<file path="config.mk">
export PLATFORM = sky130hd
export DESIGN_NAME = evp_decoder
export DESIGN_NICKNAME = d
export VERILOG_FILES = /design/src/core/evp_pkg.sv /design/src/core/evp_req_if.sv /design/src/core/evp_decoder.sv /design/src/core/evp_prio.sv /design/src/core/evp_wake.sv
export VERILOG_INCLUDE_DIRS = /design/src /design/src/core
export SDC_FILE = /design/constraint.sdc
export NUM_CORES = 1
export LEC_CHECK = 0
export BUFFER_PORTS_ARGS = -buffer_cell sky130_fd_sc_hd__buf_2
export CORE_MARGIN = 10
export CORE_UTILIZATION = 45
export DETAILED_ROUTE_END_ITERATION = 6
export PLACE_DENSITY = 0.86
export SYNTH_ARGS = -nofsm -noshare
export SYNTH_HDL_FRONTEND = slang
export SYNTH_SLANG_ARGS = --single-unit
</file>
<file path="constraint.sdc">
create_clock -name mclk -period 6.4 [get_ports mclk]
set_clock_uncertainty 0.2 [all_clocks]
set_input_delay 1.92 -clock mclk [delete_from_list [all_inputs] [get_ports mclk]]
set_output_delay 1.92 -clock mclk [all_outputs]
set_load 0.01 [all_outputs]
</file>
<file path="src/core/evp_consts.svh">
/*
 * Constants of the exception vector priority decoder: register offsets,
 * field positions, reset values and the fixed vector map.
 * Assumes inclusion by bare name from the design files under core/.
 */
`ifndef EVP_CONSTS_SVH
`define EVP_CONSTS_SVH

// Register byte offsets on the Avalon-MM slave
`define EVP_OFS_VBASE     4'h0
`define EVP_OFS_STATUS    4'h4
`define EVP_OFS_LASTVEC   4'h8
`define EVP_OFS_SPURCNT   4'hC

// Vector base: upper byte after reset and forced in debug, and the fixed low byte
`define EVP_VBASE_RESET   8'hFF
`define EVP_VBASE_FORCED  8'hFF
`define EVP_VBASE_LOW     8'h00

// Fixed reset vectors, independent of the base register
`define EVP_VEC_POR       16'hFFFE
`define EVP_VEC_CLKMON    16'hFFFC
`define EVP_VEC_WDOG      16'hFFFA

// Low-byte offsets relative to the vector base
`define EVP_OFS_TRAP      8'hF8
`define EVP_OFS_SOFT      8'hF6
`define EVP_OFS_HIGH      8'hF4
`define EVP_OFS_NORM0     8'h82
`define EVP_OFS_SPUR      8'h80

// Status register field positions
`define EVP_ST_NM_PEND    0
`define EVP_ST_HIGH_PEND  1
`define EVP_ST_TRAP_PEND  2
`define EVP_ST_SOFT_PEND  3
`define EVP_ST_WAKE       4
`define EVP_ST_CLASS_LSB  8

`endif

</file>
<file path="src/core/evp_pkg.sv">
/*
 * Types of the exception vector priority decoder.
 * Assumes nothing of its surroundings.
 */
`default_nettype none

package evp_pkg;

    // Class of the winning exception, one-hot, highest priority first
    typedef enum logic [7:0] {
        EVP_CL_POR    = 8'h80,
        EVP_CL_CLKMON = 8'h40,
        EVP_CL_WDOG   = 8'h20,
        EVP_CL_TRAP   = 8'h10,
        EVP_CL_SOFT   = 8'h08,
        EVP_CL_HIGH   = 8'h04,
        EVP_CL_NORMAL = 8'h02,
        EVP_CL_SPUR   = 8'h01
    } evp_class_type;

endpackage

`default_nettype wire

</file>
<file path="src/core/evp_req_if.sv">
/*
 * Carrier between the decoder top and its priority and wake-up leaves.
 * Assumes W equals the count of normally maskable lines, pin line included.
 */
`default_nettype none

interface evp_req_if #(
    parameter int W  = 57,
    parameter int IW = $clog2(W)
) ();
    logic [W-1:0]  nm_raw;      // Request and local enable, unmasked
    logic [W-1:0]  nm_qual;     // Fully qualified normal requests
    logic          high_req;    // Raw high-priority maskable request
    logic          i_mask;      // Normal mask flag
    logic          nm_found;
    logic [IW-1:0] nm_idx;
    logic          wake;

    modport top  (output nm_raw, nm_qual, high_req, i_mask,
                  input nm_found, nm_idx, wake);
    modport prio (input nm_qual, output nm_found, nm_idx);
    modport wk   (input nm_raw, high_req, i_mask, output wake);
endinterface

`default_nettype wire

</file>
<file path="src/core/evp_decoder.sv">
/*
 * Exception vector priority decoder: ranks reset, trap, soft, high and
 * normal requests and hands the CPU the winning vector on request.
 * Assumes one clock mclk, inputs synchronous to it except where they
 * only feed the clockless wake path, and an Avalon-MM master.
 */
`default_nettype none

`include "evp_consts.svh"

// How the decoder behaves, for whoever integrates it next
//
// Sampling
// All request lines are plain levels, taken on the mclk edge at which
// the CPU strobe vec_req is high. Nothing is latched ahead of the
// strobe, so a request that drops before it is never seen, and a
// request that rises just before it can still take over the fetch.
// This is why sources must hold their line until their handler runs.
//
// Ranking
// The three reset lines come first and always give their fixed
// top-of-memory vectors. Then come the trap, the soft request and the
// high-priority request, in that order. The normal lines follow, the
// pin line above all device lines, and within the device lines the
// highest index wins. With nothing left the spurious vector is given.
//
// Masking
// The high mask only keeps the high request from winning; a masked
// high request neither wins nor holds back the normal lines. The
// normal mask keeps every normal line out, and so does any pending
// trap, soft request or unmasked high request.
//
// Vector base
// The base byte comes from the base register, or is forced to all
// ones while background debug runs, so the debug firmware always
// finds its handlers at the top of memory. The low byte is the offset
// of the winning class. Reset vectors never look at the base.
//
// Answer timing
// The vector, its valid pulse and its spurious flag come from flops,
// one edge after the strobe. The vector then holds until the next
// strobe, so the CPU may read it late; the pulses last as long as the strobe.
// A strobe held high simply recaptures the winner on every edge.
//
// Wake-up
// The wake output is a pure gate network on the request lines, their
// enables and the normal mask flag. It must work with every clock stopped, so it has no flop;
// it is the one output of this block that is not registered. A user
// must therefore expect it to glitch as request lines settle, and
// should synchronise it wherever it meets a running clock.
//
// Register bus
// Every beat costs exactly one wait cycle. Read data is loaded during
// that wait cycle and then stands when waitrequest drops, so the
// master takes it on the same edge at which it sees the answer. The
// price is one cycle per beat, traded for a read path with no
// combinational route from address to readdata.
//
// Register map
// Offset 0x0 holds the base byte, resetting to all ones. Offset 0x4
// shows the live pending view and the class of the last vector.
// Offset 0x8 mirrors the last vector handed over. Offset 0xC counts
// spurious fetches and saturates; any write with byte lane 0 set
// clears it, and a fetch in the same cycle still counts as one.
// Unmapped offsets read as zero and ignore writes.
//
// Limits
// Only byte lane 0 of a write matters; upper data bits are ignored.
// The number of device lines is the NUM_SRC parameter; their offsets
// climb two bytes per line from the lowest normal slot, so the width
// is bounded by the space below the high request's slot.
//
module evp_decoder
    import evp_pkg::*;
#(
    parameter int NUM_SRC = 56
) (
    input  wire logic               mclk,
    input  wire logic               resetn,
    input  wire logic [3:0]         avs_address,
    input  wire logic               avs_read,
    input  wire logic               avs_write,
    input  wire logic [31:0]        avs_writedata,
    input  wire logic [3:0]         avs_byteenable,
    output var  logic [31:0]        avs_readdata,
    output var  logic               avs_waitrequest,
    input  wire logic               rst_por_req,
    input  wire logic               rst_clkmon_req,
    input  wire logic               rst_watchdog_req,
    input  wire logic               trap_req,
    input  wire logic               soft_interrupt_req,
    input  wire logic               pin_high_prio_request,
    input  wire logic               ext_irq_req,
    input  wire logic               ext_irq_en,
    input  wire logic [NUM_SRC-1:0] src_req,
    input  wire logic [NUM_SRC-1:0] src_en,
    input  wire logic               i_mask,
    input  wire logic               x_mask,
    input  wire logic               debug_active,
    input  wire logic               vec_req,
    output var  logic [15:0]        vector_addr,
    output var  logic               vector_valid,
    output var  logic               vector_spurious,
    output wire logic               wake_req
);
    localparam int W  = NUM_SRC + 1;
    localparam int IW = $clog2(W);

    // Offset of normal line idx: two bytes per line above the first slot
    function automatic logic [7:0] nm_offset(input logic [IW-1:0] idx);
        logic [8:0] sum;
        sum = {1'b0, `EVP_OFS_NORM0} + {8'(idx), 1'b0};
        return sum[7:0];
    endfunction

    // Full vector from the base byte and a low-byte offset
    function automatic logic [15:0] rel_vec(input logic [7:0] hi, input logic [7:0] lo);
        return {hi, `EVP_VBASE_LOW} + {8'h00, lo};
    endfunction

    // Registers
    logic [7:0]    vbase_r;
    logic [7:0]    vbase_nxt;
    logic          wait_r;
    logic [31:0]   rdata_r;
    logic [15:0]   vec_r;
    logic          vec_valid_r;
    logic          spur_r;
    evp_class_type class_r;
    logic [7:0]    spur_cnt_r;
    logic [7:0]    spur_cnt_nxt;

    evp_req_if #(.W(W)) rq ();

    // Leaves: fixed-priority encoder and the clockless wake path
    evp_prio #(
        .W (W)
    ) u_prio (
        .rq (rq.prio)
    );

    evp_wake u_wake (
        .rq (rq.wk)
    );

    // Request qualification
    wire [W-1:0] nm_raw;
    wire         high_qual;
    wire         nm_block;
    wire         nm_open;

    // Pin line sits on top so it outranks every device source
    assign nm_raw    = {ext_irq_req & ext_irq_en, src_req & src_en};
    // A masked high request is not pending towards the CPU
    assign high_qual = pin_high_prio_request & ~x_mask;
    assign nm_block  = trap_req | soft_interrupt_req | high_qual;
    // Mask flag set inside a normal routine keeps other normals out
    assign nm_open   = ~i_mask & ~nm_block;

    assign rq.nm_raw   = nm_raw;
    assign rq.nm_qual  = nm_raw & {W{nm_open}};
    assign rq.high_req = pin_high_prio_request;
    assign rq.i_mask   = i_mask;

    // Wake stays combinational; a flop here would never clock in stop
    assign wake_req = rq.wake;

    // Vector base byte, overridden while background debug runs
    wire [7:0] base_hi;

    assign base_hi = debug_active ? `EVP_VBASE_FORCED : vbase_r;

    // Winner selection, highest vector first
    evp_class_type win_class;

    always_comb begin
        if (rst_por_req) begin
            win_class = EVP_CL_POR;
        end else if (rst_clkmon_req) begin
            win_class = EVP_CL_CLKMON;
        end else if (rst_watchdog_req) begin
            win_class = EVP_CL_WDOG;
        end else if (trap_req) begin
            win_class = EVP_CL_TRAP;
        end else if (soft_interrupt_req) begin
            win_class = EVP_CL_SOFT;
        end else if (high_qual) begin
            win_class = EVP_CL_HIGH;
        end else if (rq.nm_found) begin
            win_class = EVP_CL_NORMAL;
        end else begin
            win_class = EVP_CL_SPUR;
        end
    end

    // Vector of the winning class
    logic [15:0] win_vec;

    always_comb begin
        case (win_class)
            EVP_CL_POR:    win_vec = `EVP_VEC_POR;
            EVP_CL_CLKMON: win_vec = `EVP_VEC_CLKMON;
            EVP_CL_WDOG:   win_vec = `EVP_VEC_WDOG;
            EVP_CL_TRAP:   win_vec = rel_vec(base_hi, `EVP_OFS_TRAP);
            EVP_CL_SOFT:   win_vec = rel_vec(base_hi, `EVP_OFS_SOFT);
            EVP_CL_HIGH:   win_vec = rel_vec(base_hi, `EVP_OFS_HIGH);
            EVP_CL_NORMAL: win_vec = rel_vec(base_hi, nm_offset(rq.nm_idx));
            default:       win_vec = rel_vec(base_hi, `EVP_OFS_SPUR);
        endcase
    end

    // Vector capture: decided from the requests present at the strobe,
    // so a later, higher request displaces the one that was recognised
    always_ff @(posedge mclk or negedge resetn) begin
        if (!resetn) begin
            vec_r       <= `EVP_VEC_POR;
            vec_valid_r <= 1'b0;
            spur_r      <= 1'b0;
            class_r     <= EVP_CL_SPUR;
        end else begin
            vec_valid_r <= vec_req;
            spur_r      <= vec_req & (win_class == EVP_CL_SPUR);
            if (vec_req) begin
                vec_r   <= win_vec;
                class_r <= win_class;
            end
        end
    end

    assign vector_addr     = vec_r;
    assign vector_valid    = vec_valid_r;
    assign vector_spurious = spur_r;

    // Bus decode; a write takes effect only while waitrequest is low
    wire bus_req;
    wire bus_do;
    wire wr_vbase;
    wire wr_spurcnt;
    wire spur_event;

    assign bus_req    = avs_read | avs_write;
    assign bus_do     = avs_write & ~wait_r;
    assign wr_vbase   = bus_do & (avs_address == `EVP_OFS_VBASE) & avs_byteenable[0];
    assign wr_spurcnt = bus_do & (avs_address == `EVP_OFS_SPURCNT) & avs_byteenable[0];
    assign spur_event = vec_req & (win_class == EVP_CL_SPUR);

    // Base register: software write steers the vector table location
    assign vbase_nxt = wr_vbase ? avs_writedata[7:0] : vbase_r;

    // Spurious counter: a write clears it, but a same-cycle event still
    // counts, so no spurious vector is lost to the clear; saturates at all ones
    always_comb begin
        spur_cnt_nxt = spur_cnt_r;
        if (wr_spurcnt) begin
            spur_cnt_nxt = 8'h00;
        end
        if (spur_event && (spur_cnt_nxt != 8'hFF)) begin
            spur_cnt_nxt = spur_cnt_nxt + 8'h01;
        end
    end

    // Status word: live pending view and class of the last vector
    wire [31:0] status_word;

    assign status_word = {16'h0000, class_r, 3'b000,
                          rq.wake, soft_interrupt_req, trap_req, high_qual, rq.nm_found};

    // Read data selection; unmapped offsets read as zero
    logic [31:0] rd_mux;

    always_comb begin
        case (avs_address)
            `EVP_OFS_VBASE:   rd_mux = {24'h00_0000, vbase_r};
            `EVP_OFS_STATUS:  rd_mux = status_word;
            `EVP_OFS_LASTVEC: rd_mux = {16'h0000, vec_r};
            `EVP_OFS_SPURCNT: rd_mux = {24'h00_0000, spur_cnt_r};
            default:          rd_mux = 32'h0000_0000;
        endcase
    end

    // Register state
    always_ff @(posedge mclk or negedge resetn) begin
        if (!resetn) begin
            vbase_r    <= `EVP_VBASE_RESET;
            spur_cnt_r <= 8'h00;
        end else begin
            vbase_r    <= vbase_nxt;
            spur_cnt_r <= spur_cnt_nxt;
        end
    end

    // Bus handshake: one wait cycle, then a single low cycle per beat.
    // Read data is loaded in the wait cycle so it stands with the answer.
    always_ff @(posedge mclk or negedge resetn) begin
        if (!resetn) begin
            wait_r  <= 1'b1;
            rdata_r <= 32'h0000_0000;
        end else begin
            wait_r  <= ~(bus_req & wait_r);
            if (avs_read && wait_r) begin
                rdata_r <= rd_mux;
            end
        end
    end

    assign avs_waitrequest = wait_r;
    assign avs_readdata    = rdata_r;

endmodule

`default_nettype wire

</file>
<file path="src/core/evp_prio.sv">
/*
 * Fixed priority encoder over the normally maskable lines.
 * Assumes line i sits at a vector offset that rises with i.
 */
`default_nettype none

module evp_prio #(
    parameter int W = 57
) (
    evp_req_if.prio rq
);
    // Later lines overwrite earlier ones, so the highest index wins
    always_comb begin
        rq.nm_found = 1'b0;
        rq.nm_idx   = '0;
        for (int i = 0; i < W; i++) begin
            if (rq.nm_qual[i]) begin
                rq.nm_found = 1'b1;
                rq.nm_idx   = i[$bits(rq.nm_idx)-1:0];
            end
        end
    end
endmodule

`default_nettype wire

</file>
<file path="src/core/evp_wake.sv">
/*
 * Clockless wake-up qualification for stop and wait.
 * Assumes request lines that can change while all clocks stand still.
 */
`default_nettype none

module evp_wake (
    evp_req_if.wk rq
);
    wire nm_wake;
    wire high_wake;

    // Same enable and mask test as in run mode; no flop on the path
    assign nm_wake   = (|rq.nm_raw) & ~rq.i_mask;
    // High mask flag does not block a wake; the CPU then skips the handler
    assign high_wake = rq.high_req;
    assign rq.wake   = nm_wake | high_wake;
endmodule

`default_nettype wire

</file>
# [After elaboration in Yosys (flattened, before gate mapping)]
# Cells that the tools add are included.
[totals] reg_bits=75 output_inout_bits=52
[op_classes] n_addsub=7 n_eq_ne=12 n_mux=125 bitwise=22 n_reduce_logical=4
[ops] op="2-to-1 mux 6 bit" n=26
[ops] op="case mux 16 bit (7 select lines)" n=1
[ops] op="2-to-1 mux 5 bit" n=17
[ops] op="adder 16 x 8 -> 16 bit (second input constant)" n=4
[ops] op="case mux 16 bit (4 select lines)" n=1
[ops] op="2-to-1 mux 1 bit" n=58
[ops] op="bitwise AND 57 bit" n=1
[ops] op="OR reduction 57 bit" n=1
[ops] op="bitwise AND 56 bit" n=1
[ops] op="2-to-1 mux 8 bit" n=5
[ops] op="2-to-1 mux 4 bit" n=9
[ops] op="adder 16 x 8 -> 16 bit" n=1
[ops] op="2-to-1 mux 3 bit" n=5
[ops] op="bitwise AND 1 bit" n=11
[ops] op="adder 8 x 1 -> 8 bit (second input constant)" n=1
[ops] op="adder 8 x 7 -> 8 bit (first input constant)" n=1
[ops] op="== test 4 bit (second input constant)" n=2
[ops] op="== test 8 x 1 -> 1 bit (second input constant)" n=1
[ops] op="== test 8 x 2 -> 1 bit (second input constant)" n=1
[ops] op="== test 8 x 3 -> 1 bit (second input constant)" n=1
[ops] op="== test 8 x 4 -> 1 bit (second input constant)" n=1
[ops] op="== test 8 x 5 -> 1 bit (second input constant)" n=1
[ops] op="== test 8 x 6 -> 1 bit (second input constant)" n=1
[ops] op="== test 8 x 7 -> 1 bit (second input constant)" n=1
[ops] op="8 further kinds" n=18

# [Depth between registers and ports, before layout]
# Gate-level depths: netlist (run 1).
[depth] word_depth=74 mapped_depth=12 mapped_depth_nobuf=12

# [Modules after synthesis]
# A second synthesis (run 1) with hierarchy kept.
[hier_totals] cells_unflattened=533 area_unflattened_um2=4511.8
[by_module_without_submodules] mod="evp_decoder" n_inst=1 cells_per_inst=389 area_each_um2=3632.2
[by_module_without_submodules] mod="evp_prio" n_inst=1 cells_per_inst=122 area_each_um2=749.5
[by_module_without_submodules] mod="evp_wake" n_inst=1 cells_per_inst=22 area_each_um2=130.1

# [Worst setup path before layout (run 1)]
# No wires, ideal clock.
[synth_timing] kind="input-to-output" start="input src_req[40]" end="output wake_req" arrival_time_ns=3.447 t_required_ns=4.280 setup_slack_ns=0.833 path_stages=5 path_cell_list="a22o_1 > or4_4 > nor4b_4 > a31oi_1 > or2_1"
[synth_via] elab_chain_cells=4
[synth_rtl] element="start, declared" line="evp_decoder.sv:95" source="input wire logic [NUM_SRC-1:0] src_req,"
[synth_rtl] element="bitwise AND 56 bit" line="evp_decoder.sv:153" source="assign nm_raw = {ext_irq_req & ext_irq_en, src_req & src_en};"
[synth_rtl] element="OR reduction 57 bit" line="evp_wake.sv:14" source="assign nm_wake = (|rq.nm_raw) & ~rq.i_mask;"
[synth_rtl] element="bitwise AND 1 bit" line="evp_wake.sv:14"
[synth_rtl] element="OR 1 bit" line="evp_wake.sv:17" source="assign rq.wake = nm_wake | high_wake;"
[synth_rtl] element="end, declared" line="evp_decoder.sv:104" source="output wire logic wake_req"
# Every way passes these cells.

# [Worst setup path in the final report (run 1)]
# Same ends and word-level chain as after synthesis.

==> metrics.txt, run 1 <==
run status=complete, no violations; worst hold path stage count=2; number of buffers on the longest clock path=2; number of post-CTS setup repair buffers=0; setup repair after global routing missed its margin=no; Synth cell types=67; detailed-route via count=approximately 4,100; startpoint of the lowest-slack register-to-register path=avs_waitrequest; worst reg2reg endpoint=spur_cnt_r[6]; worst vdd rail ir drop=between 0.1 and 0.15 mV; largest net degree at the start of global routing=59; vias in the first global route=approximately 4,400; Clock transition at path regs=~0.070 ns; Worst R2R Setup Slack=3.30 ns; arrival time of data at the critical path endpoint=between 3 and 4 ns; Pwr per Cell Area=between 200 and 250 nW/um^2; clk sinks=just under 60; Routed WL=between 10,000 and 15,000 um; count of endpoints failing hold in the final timing report=0; Worst Hold End=avs_readdata[11]; Power, Total=between 1 and 1.5 mW; cell area after placement=about 4700 sq um; final design area excluding fillers=4940 sq um; crit end category=primary output; combined area of the multi-input logic cells=2170 sq um; commonest cells after routing, fill and taps aside=175 x sky130_fd_sc_hd__buf_2, 60 x sky130_fd_sc_hd__nand2_1, 33 x sky130_fd_sc_hd__a22oi_1, 33 x sky130_fd_sc_hd__dfrtp_1, 30 x sky130_fd_sc_hd__o21ai_0; DIE HEIGHT=112 um; insertion delay to the later sink of the worst-skew pair=roughly 0.35 ns; count of cells resized by post-cts repair=0; critical setup path kind=in -> out; HPWL Detailed=about 11,000 um; Area Growth Syn to Fin=29.5%; part of the cycle the worst path needs=between 90% and 100%; Sum Neg Setup Slack=0 ns; final non-filler cell total=a little under 700; average instance area after synthesis=just over 9 sq um; transition time at the pin with the least slew margin=around 0.71 ns; depth of the most critical reg-to-reg path=10; count of hold buffers inserted by post-cts repair=0; I/O Pins=220; Final Net Count=756; Synth Instances=between 400 and 500; remaining antenna violation count=0; first-pass GRT wire length=20,800 um; Seq/Total Area, Yosys=between 30% and 40%; summed instance area of the synthesized netlist=around 3800 sq um; highest clock frequency the design can meet=roughly 0.17 GHz; Final setup viols=0; critical path data required time=4.28 ns; max-slew headroom at the worst pin=~53%; core area=between 8000 and 9000 sq um; yosys warns=0; # H-tree levels=3; startpoint type of the worst setup path=primary input; Max FO, Critical Path=4; Die Width=112 um; type of the most critical hold path=reg -> reg; weighted congestion at the end of routability-driven global placement=about 0.85; final routed DRC violation total=0; overall global routing resource usage=between 15 and 20%; cell count after placement=680; post-route worst hold slack=between 0.2 and 0.3 ns; total iterations of the first detailed-routing run=5; Worst Min Path Start=avs_readdata[11]; total global routing overflow=0; footprint of the flip-flops and latches=approximately 1500 sq um; violation count after the first detailed-route iteration=around 210; share of flip-flops with an asynchronous set or reset=100%; Root Buffer Master=sky130_fd_sc_hd__clkbuf_8; CTS tree=done; detail-routed via count per cell=around 6; detailed-route wire length per cell=around 19 um; post-synthesis sequential element count=between 50 and 60; most used flip-flop cell after synthesis=sky130_fd_sc_hd__dfrtp_1; Layout fillers=between 600 and 700; commonest non-fill, non-tap cell in the layout=sky130_fd_sc_hd__buf_2; Initial Util=between 40% and 50%; number of antenna diodes=0; initial antenna violation count=0; Final Critical Period=between 6 and 7 ns; pins over their slew limit=0; share of layout cells above drive strength 1=around two fifths; Port Buffers=175; clock buffer count from CTS=9; Row Count=33; static leakage=between 2 and 2.5 nW; count of flip-flops with a built-in enable after synthesis=0; area enclosed by the die boundary=approximately 13,000 sq um; number of max-capacitance violations reported=0
-- flip-flops by register name, summed over array words and instances (netlist names) --
signal / flops
avs_waitrequest: 1
class_r: 8
avs_readdata: 16
vector_valid: 1
vector_addr: 15
vbase_r: 8
vector_spurious: 1
spur_cnt_r: 8
-- critical path: stages --
cell                      delay [ns]
sky130_fd_sc_hd__buf_2          0.11
sky130_fd_sc_hd__a22o_1         0.28
sky130_fd_sc_hd__or4_4          0.58
sky130_fd_sc_hd__nor4b_4        0.40
sky130_fd_sc_hd__a31oi_1        0.19
sky130_fd_sc_hd__or2_1          0.26
sky130_fd_sc_hd__buf_2          0.14
-- where the power goes --
group / leakage (nW) / internal (mW) / switching, mW
clock: 0.109 / 0.228 / 0.147
sequential: 0.711 / 0.400 / 0.0204
combinational: 1.51 / 0.0966 / 0.116
total: 2.33 / 0.725 / 0.283
-- cell type report --
cell class	count	share of cell area, %
Multi-Input combinational cell	328	44.0
Sequential cell	58	30.0
Timing Repair Buffer	177	18.0
Clock buffer	11	2.86
Tap cell	105	2.66
Clock inverter	5	1.57
Inverter	12	0.911
-- cell usage after synthesis, drive strengths merged (7+ instances only) --
master	count	area, sq um
mux2	13	146
a22o	13	115
o22a	8	70.1
nand3	12	60.1
nor2	23	86.3
dfrtp	33	826
inv	12	45.0
a31oi	8	65.1
o21ai	30	150
a22oi	33	248
a32o	7	70.1
a21oi	8	40.0
nand2	60	225
buf	22	154
dfstp	25	657
nand4	8	50.1
-- worst max-delay path by stage --
stage	startpoint	to	slack, ns	cells past startpoint
after floorplan	src_req[40]	wake_req	0.83	5
after global placement	src_req[44]	wake_req	0.44	7
after detailed placement	src_req[40]	wake_req	0.37	7
after CTS	src_req[40]	wake_req	0.37	7
after global routing	src_req[40]	wake_req	0.34	7
final	src_req[40]	wake_req	0.40	7
-- routing by layer --
| layer | part of all wire, % | vias to the layer above | wire [um] | global-route usage, % |
|---|---|---|---|---|
| met4 | 2.7 | 0 | 351 | 6.60 |
| met1 | 39 | 1953 | 5070 | 20.8 |
| met2 | 51 | 211 | 6720 | 35.8 |
| li1 | - | 1903 | - | - |
| met5 | 0 | - | 0 | 0 |
| met3 | 7.5 | 32 | 988 | 6.07 |
-- stage by stage --
stage / utilization, % / worst slack [ns]
after floorplan: - / 0.833
after global placement: 57.5 / 0.445
after detailed placement: 57.5 / 0.371
after CTS: 60.1 / 0.371
after global routing: 60.1 / 0.345
final: 60.1 / 0.397
-- cells by family (layout without fill, tap and decap cells) --
logic type / count (synthesis) / after routing / synth area share [%]
buffers and inverters: 40 / 205 / 5.80
AO/OA/AOI/OAI: 141 / 141 / 27.8
other: 1 / 17 / 0.0982
AND/OR/NAND/NOR: 141 / 141 / 18.3
adder cells (fa/ha/maj): 2 / 2 / 0.655
XOR/XNOR: 9 / 9 / 2.07
flip-flops: 58 / 58 / 38.8
multiplexers: 18 / 18 / 6.46
(Power assumes the default switching activity.)
==> run 2, diff against run 1 <==
==> constraint.sdc (replaced) <==
create_clock -name mclk -period 6.4 [get_ports mclk]
set_clock_uncertainty 0.2 [all_clocks]
set_input_delay 0.96 -clock mclk [delete_from_list [all_inputs] [get_ports mclk]]
set_output_delay 0.96 -clock mclk [all_outputs]
set_load 0.01 [all_outputs]
==> run 2 against run 1 <==
Compared with the run above:
- setup slack gained 1.8 ns
- die area is the same
- power is essentially flat
- cell count shrank 0.14%
- register-to-register slack gained 0.07 ns
- clock-buffer cell count is the same
- sequential power is essentially flat
- core utilization shrank 0.091 points
- routed wire length is essentially flat
- design area shrank 0.15%
- first-iteration DRC count grew 40%
- global-route usage is essentially flat
- critical path type unchanged
- largest power group unchanged
==> metrics.txt, run 2 (synthesized netlist as in run 1, its figures left out) <==
arrival time of data at the critical path endpoint=3.01 ns (-0.87 ns); initial antenna violation count=0 (unchanged); post-route worst setup slack=2.23 ns (+1.83 ns); Final Critical Period=4.17 ns (-1.83 ns); number of max-capacitance violations reported=0 (unchanged); highest clock frequency the design can meet=0.240 GHz (+44%); Max FO, Critical Path=4 (unchanged); total iterations of the first detailed-routing run=6 (+1); detail-routed via count per cell=5.92 (+0.51%); part of the cycle the worst path needs=65.2% (-29 points); startpoint type of the worst setup path=primary input; worst vdd rail ir drop=0.0819 mV (-28%); commonest non-fill, non-tap cell in the layout=sky130_fd_sc_hd__buf_2; cell area after placement=4720 sq um (-0.16%); static leakage=2.33 nW (-0.23%); pre-CTS worst setup slack=2.24 ns (+1.87 ns); detailed-route wire length per cell=18.9 um (about the same); area enclosed by the die boundary=12,600 sq um (unchanged); # H-tree levels=3 (unchanged); number of post-CTS setup repair buffers=0 (unchanged); clk sinks=58 (unchanged); Final Net Count=755 (-0.13%); max-slew headroom at the worst pin=52.6% (-0.16 points); overall global routing resource usage=19.6% (-0.031 points); crit end category=primary output; commonest cells after routing, fill and taps aside=175 x sky130_fd_sc_hd__buf_2, 60 x sky130_fd_sc_hd__nand2_1, 33 x sky130_fd_sc_hd__a22oi_1, 33 x sky130_fd_sc_hd__dfrtp_1, 30 x sky130_fd_sc_hd__o21ai_0; setup repair after global routing missed its margin=no; core area=8220 sq um (unchanged); total global routing overflow=0 (unchanged); transition time at the pin with the least slew margin=0.705 ns (-0.00299 ns); run status=complete, no violations; number of antenna diodes=0 (unchanged); final design area excluding fillers=4930 sq um (-0.15%); Layout fillers=711 (+2.0%); share of layout cells above drive strength 1=41.4% (-0.099 points); type of the most critical hold path=reg -> reg; HPWL Detailed=10,800 um (-0.97%); count of endpoints failing hold in the final timing report=0 (unchanged); count of hold buffers inserted by post-cts repair=0 (unchanged); Final setup viols=0 (unchanged); clock buffer count from CTS=9 (unchanged); critical path data required time=5.24 ns (+0.96 ns); Die Width=112 um (unchanged); I/O Pins=220 (unchanged); weighted congestion at the end of routability-driven global placement=0.850 (-0.23%); Row Count=33 (unchanged); number of flip-flops in the largest register=16 (unchanged); Area Growth Syn to Fin=29.3%; final routed DRC violation total=0 (unchanged); remaining antenna violation count=0 (unchanged); critical setup path kind=in -> out; detailed-route via count=4,114 (+0.37%); first-pass GRT wire length=20,700 um (-0.43%); Routed WL=13,100 um (about the same); Port Buffers=175 (unchanged); Initial Util=46.5% (unchanged); vias in the first global route=4,365 (-0.023%); pins over their slew limit=0 (unchanged); count of cells resized by post-cts repair=0 (unchanged); DIE HEIGHT=112 um (unchanged); largest net degree at the start of global routing=59 (unchanged); CTS tree=done; Pwr per Cell Area=204 nW/um^2 (about the same); Clock transition at path regs=0.06 ns (about the same); insertion delay to the later sink of the worst-skew pair=0.34 ns (about the same); Root Buffer Master=sky130_fd_sc_hd__clkbuf_8; Sum Neg Setup Slack=0 ns (unchanged); number of buffers on the longest clock path=2 (unchanged); violation count after the first detailed-route iteration=289 (+40%)
-- run 2: where the power goes --
group / switching [mW] / internal (mW)
registers: 0.0212 / 0.400
logic: 0.115 / 0.0964
clock network: 0.146 / 0.228
total: 0.282 / 0.725
-- run 2: worst max-delay path, cell delays in order --
cell and delay (ns):
sky130_fd_sc_hd__buf_2 0.11, sky130_fd_sc_hd__a222oi_1 0.46, sky130_fd_sc_hd__nand4_1 0.20, sky130_fd_sc_hd__nor3b_1 0.64, sky130_fd_sc_hd__a31oi_1 0.21, sky130_fd_sc_hd__or2_1 0.28
sky130_fd_sc_hd__buf_2 0.15
-- run 2: layout make-up --
class	instances	area (sq um)	area share, %
flip-flops and latches	58	1480	30.0
inverters	12	45.0	0.913
multi-input cells	328	2170	44.0
clock buffers	11	141	2.87
repair buffers	176	883	17.9
clock inverters	5	77.6	1.57
well taps	105	131	2.66
-- run 2: routing by layer --
layer	up-vias	share of wire, %	GRT usage (%)
met1	1932	39	21.0
met3	36	7.4	5.43
met2	239	51	35.5
met4	0	2.8	7.45
met5	-	0	0
li1	1907	-	-
-- run 2: stage by stage --
step	std cells	power [mW]	utilization (%)	hold slack [ns]
2_1_floorplan	426	0.538	-	0.264
3_3_place_gp	679	0.626	57.4	0.257
3_5_place_dp	679	0.636	57.4	0.266
4_1_cts	695	1.01	60.1	0.280
5_1_grt	695	1.05	60.1	0.296
6_report	695	1.01	60.1	0.275
-- run 2: path summary, 6_finish.rpt --
kind	startpoint	to	slack, ns	cells past startpoint
worst max-delay path	src_req[27]	wake_req	2.23	7
worst min-delay path	avs_readdata[13]	avs_readdata[13]	0.28	2
worst max register to register	avs_waitrequest	spur_cnt_r[6]	3.37	10
worst min register to register	avs_readdata[13]	avs_readdata[13]	0.28	2
max in group asynchronous	resetn	spur_cnt_r[0]	4.98	2
min in group asynchronous	resetn	avs_readdata[12]	0.55	2
==> run 3, diff against run 2 <==
==> constraint.sdc (replaced) <==
create_clock -name mclk -period 4.2 [get_ports mclk]
set_clock_uncertainty 0.2 [all_clocks]
set_input_delay 0.63 -clock mclk [delete_from_list [all_inputs] [get_ports mclk]]
set_output_delay 0.63 -clock mclk [all_outputs]
set_load 0.01 [all_outputs]
==> run 3 against run 2 <==
Compared with the run above:
- routed wire length is 0.17% higher
- sequential share of layout area increased by 0.18 points
- largest cell class unchanged
- sequential power grew 52%
- first-iteration DRC count decreased by 25%
- clock power up 33%
==> metrics.txt, run 3 (synthesized netlist as in run 1, its figures left out) <==
final routed DRC violation total=0 (unchanged); Row Count=33 (unchanged); critical path data required time=3.37 ns (-1.87 ns); Layout fillers=712 (+0.14%); depth of the most critical reg-to-reg path=10 (unchanged); critical setup path kind=in -> out; core area=8220 sq um (unchanged); combined area of the multi-input logic cells=2170 sq um (unchanged); detailed-route wire length per cell=18.9 um (+0.17%); Final Critical Period=between 3 and 4 ns; number of post-CTS setup repair buffers=0 (unchanged); crit end category=primary output; number of max-capacitance violations reported=0 (unchanged); Clock transition at path regs=0.07 ns (about the same); max-slew headroom at the worst pin=24.8% (-28 points); transition time at the pin with the least slew margin=1.13 ns (+0.422 ns); commonest cells after routing, fill and taps aside=175 x sky130_fd_sc_hd__buf_2, 60 x sky130_fd_sc_hd__nand2_1, 33 x sky130_fd_sc_hd__a22oi_1, 33 x sky130_fd_sc_hd__dfrtp_1, 30 x sky130_fd_sc_hd__o21ai_0; commonest non-fill, non-tap cell in the layout=sky130_fd_sc_hd__buf_2; arrival time of data at the critical path endpoint=2.66 ns (-0.35 ns); I/O Pins=220 (unchanged); clk sinks=58 (unchanged); Port Buffers=175 (unchanged); count of endpoints failing hold in the final timing report=0 (unchanged); footprint of the flip-flops and latches=1480 sq um (unchanged); chain of cells forming the critical path=buf_2 > a222oi_1 > nand4_1 > nor3b_1 > a31oi_1 > or2_1 > buf_2; worst vdd rail ir drop=0.162 mV (+98%); Root Buffer Master=sky130_fd_sc_hd__clkbuf_8; startpoint of the lowest-slack register-to-register path=avs_waitrequest; worst hold path stage count=2 (unchanged); Initial Util=46.5% (unchanged); detail-routed via count per cell=5.88 (-0.70%); overall global routing resource usage=19.7% (+0.11 points); Final setup viols=0 (unchanged); total global routing overflow=0 (unchanged); area enclosed by the die boundary=12,600 sq um (unchanged); run status=complete, no violations; highest clock frequency the design can meet=roughly 0.29 GHz; detailed-route via count=4,085 (-0.70%); type of the most critical hold path=in -> reg; vias in the first global route=4,408 (+0.99%); peak per-stage delay on the critical path=0.64 ns (about the same); detailed route wirelength on metal2=6800 um (+1.0%); pins over their slew limit=0 (unchanged); wire length the detailed router placed on met1=4980 um (-1.4%); first-pass GRT wire length=20,900 um (+0.87%); number of antenna diodes=0 (unchanged); Worst Min Path Start=avs_read; standard cell with the maximum stage delay on the critical path=sky130_fd_sc_hd__nor3b_1; total iterations of the first detailed-routing run=7 (+1); Max FO, Critical Path=4 (unchanged); Final Net Count=755 (unchanged); startpoint type of the worst setup path=primary input; weighted congestion at the end of routability-driven global placement=0.838 (-1.4%); Worst Path Buf+Inv=2 (unchanged); Routed WL=13,100 um (+0.17%); total met3 wirelength after detailed routing=1050 um (+8.3%); insertion delay to the later sink of the worst-skew pair=0.34 ns (about the same); most frequent CP cell=sky130_fd_sc_hd__buf_2; setup repair after global routing missed its margin=no; number of buffers on the longest clock path=2 (unchanged); Sum Neg Setup Slack=0 ns (unchanged); static leakage=2.32 nW (-0.51%); gate family responsible for the most delay along the worst path=simple AND/OR/NAND/NOR gates; # H-tree levels=3 (unchanged); DIE HEIGHT=112 um (unchanged); HPWL Detailed=10,900 um (+1.1%); CTS tree=done; Worst Hold End=avs_waitrequest; worst reg2reg endpoint=spur_cnt_r[6]; remaining antenna violation count=0 (unchanged); Area Growth Syn to Fin=28.5%; count of cells resized by post-cts repair=0 (unchanged); Top Layer Used=met4; Pwr per Cell Area=299 nW/um^2 (+46%); count of hold buffers inserted by post-cts repair=0 (unchanged); clock buffer count from CTS=9 (unchanged); number of flip-flops in the largest register=16 (unchanged); part of the cycle the worst path needs=between 80% and 90%; post-route worst hold slack=0.243 ns (-0.0324 ns); violation count after the first detailed-route iteration=218 (-25%); initial antenna violation count=0 (unchanged); Die Width=112 um (unchanged); largest net degree at the start of global routing=53 (-10%); share of layout cells above drive strength 1=41.0% (-0.34 points); CP Depth=7 (unchanged); Worst R2R Setup Slack=1.04 ns (-2.33 ns); Power, Total=1.47 mW (+45%)
run 3: changes by cell type in the layout (fill, tap and decap cells not counted), sizes merged:
cell      change
clkinvlp      -1
bufinv        -1
clkbuf        +2
run 3: metal layers:
| layer | vias to the layer above | track usage [%] |
|---|---|---|
| met4 | 0 | 6.60 |
| met5 | - | 0 |
| li1 | 1905 | - |
| met1 | 1945 | 20.6 |
| met3 | 28 | 6.66 |
| met2 | 207 | 35.9 |
run 3: area by class of cell:
type                    instances  area share, %
clock inverters                 3          0.816
flip-flops and latches         58           30.2
clock buffers                  13           3.04
well taps                     105           2.68
multi-input cells             328           44.3
repair buffers                176           18.0
inverters                      12          0.918
run 3: worst max path at each step:
stage	startpoint	end	slack, ns
6_report	src_req[27]	wake_req	0.71
3_3_place_gp	src_req[27]	wake_req	0.76
2_1_floorplan	src_req[40]	avs_readdata[4]	1.08
5_1_grt	src_req[27]	wake_req	0.53
4_1_cts	src_req[27]	wake_req	0.73
3_5_place_dp	src_req[27]	avs_readdata[4]	0.73
run 3: report_power, final:
group / internal [mW] / leakage (nW) / switching [mW]
registers: 0.610 / 0.711 / 0.0311
clock network: 0.289 / 0.0974 / 0.211
logic: 0.147 / 1.51 / 0.178
run 3: through the flow:
step	util [%]	setup WS, ns	area (sq um)	instances
after floorplan	-	1.08	3880	426
final	59.7	0.715	4900	695
after CTS	59.7	0.732	4900	695
after detailed placement	57.4	0.726	4720	679
after global routing	59.7	0.534	4900	695
after global placement	57.4	0.762	4720	679
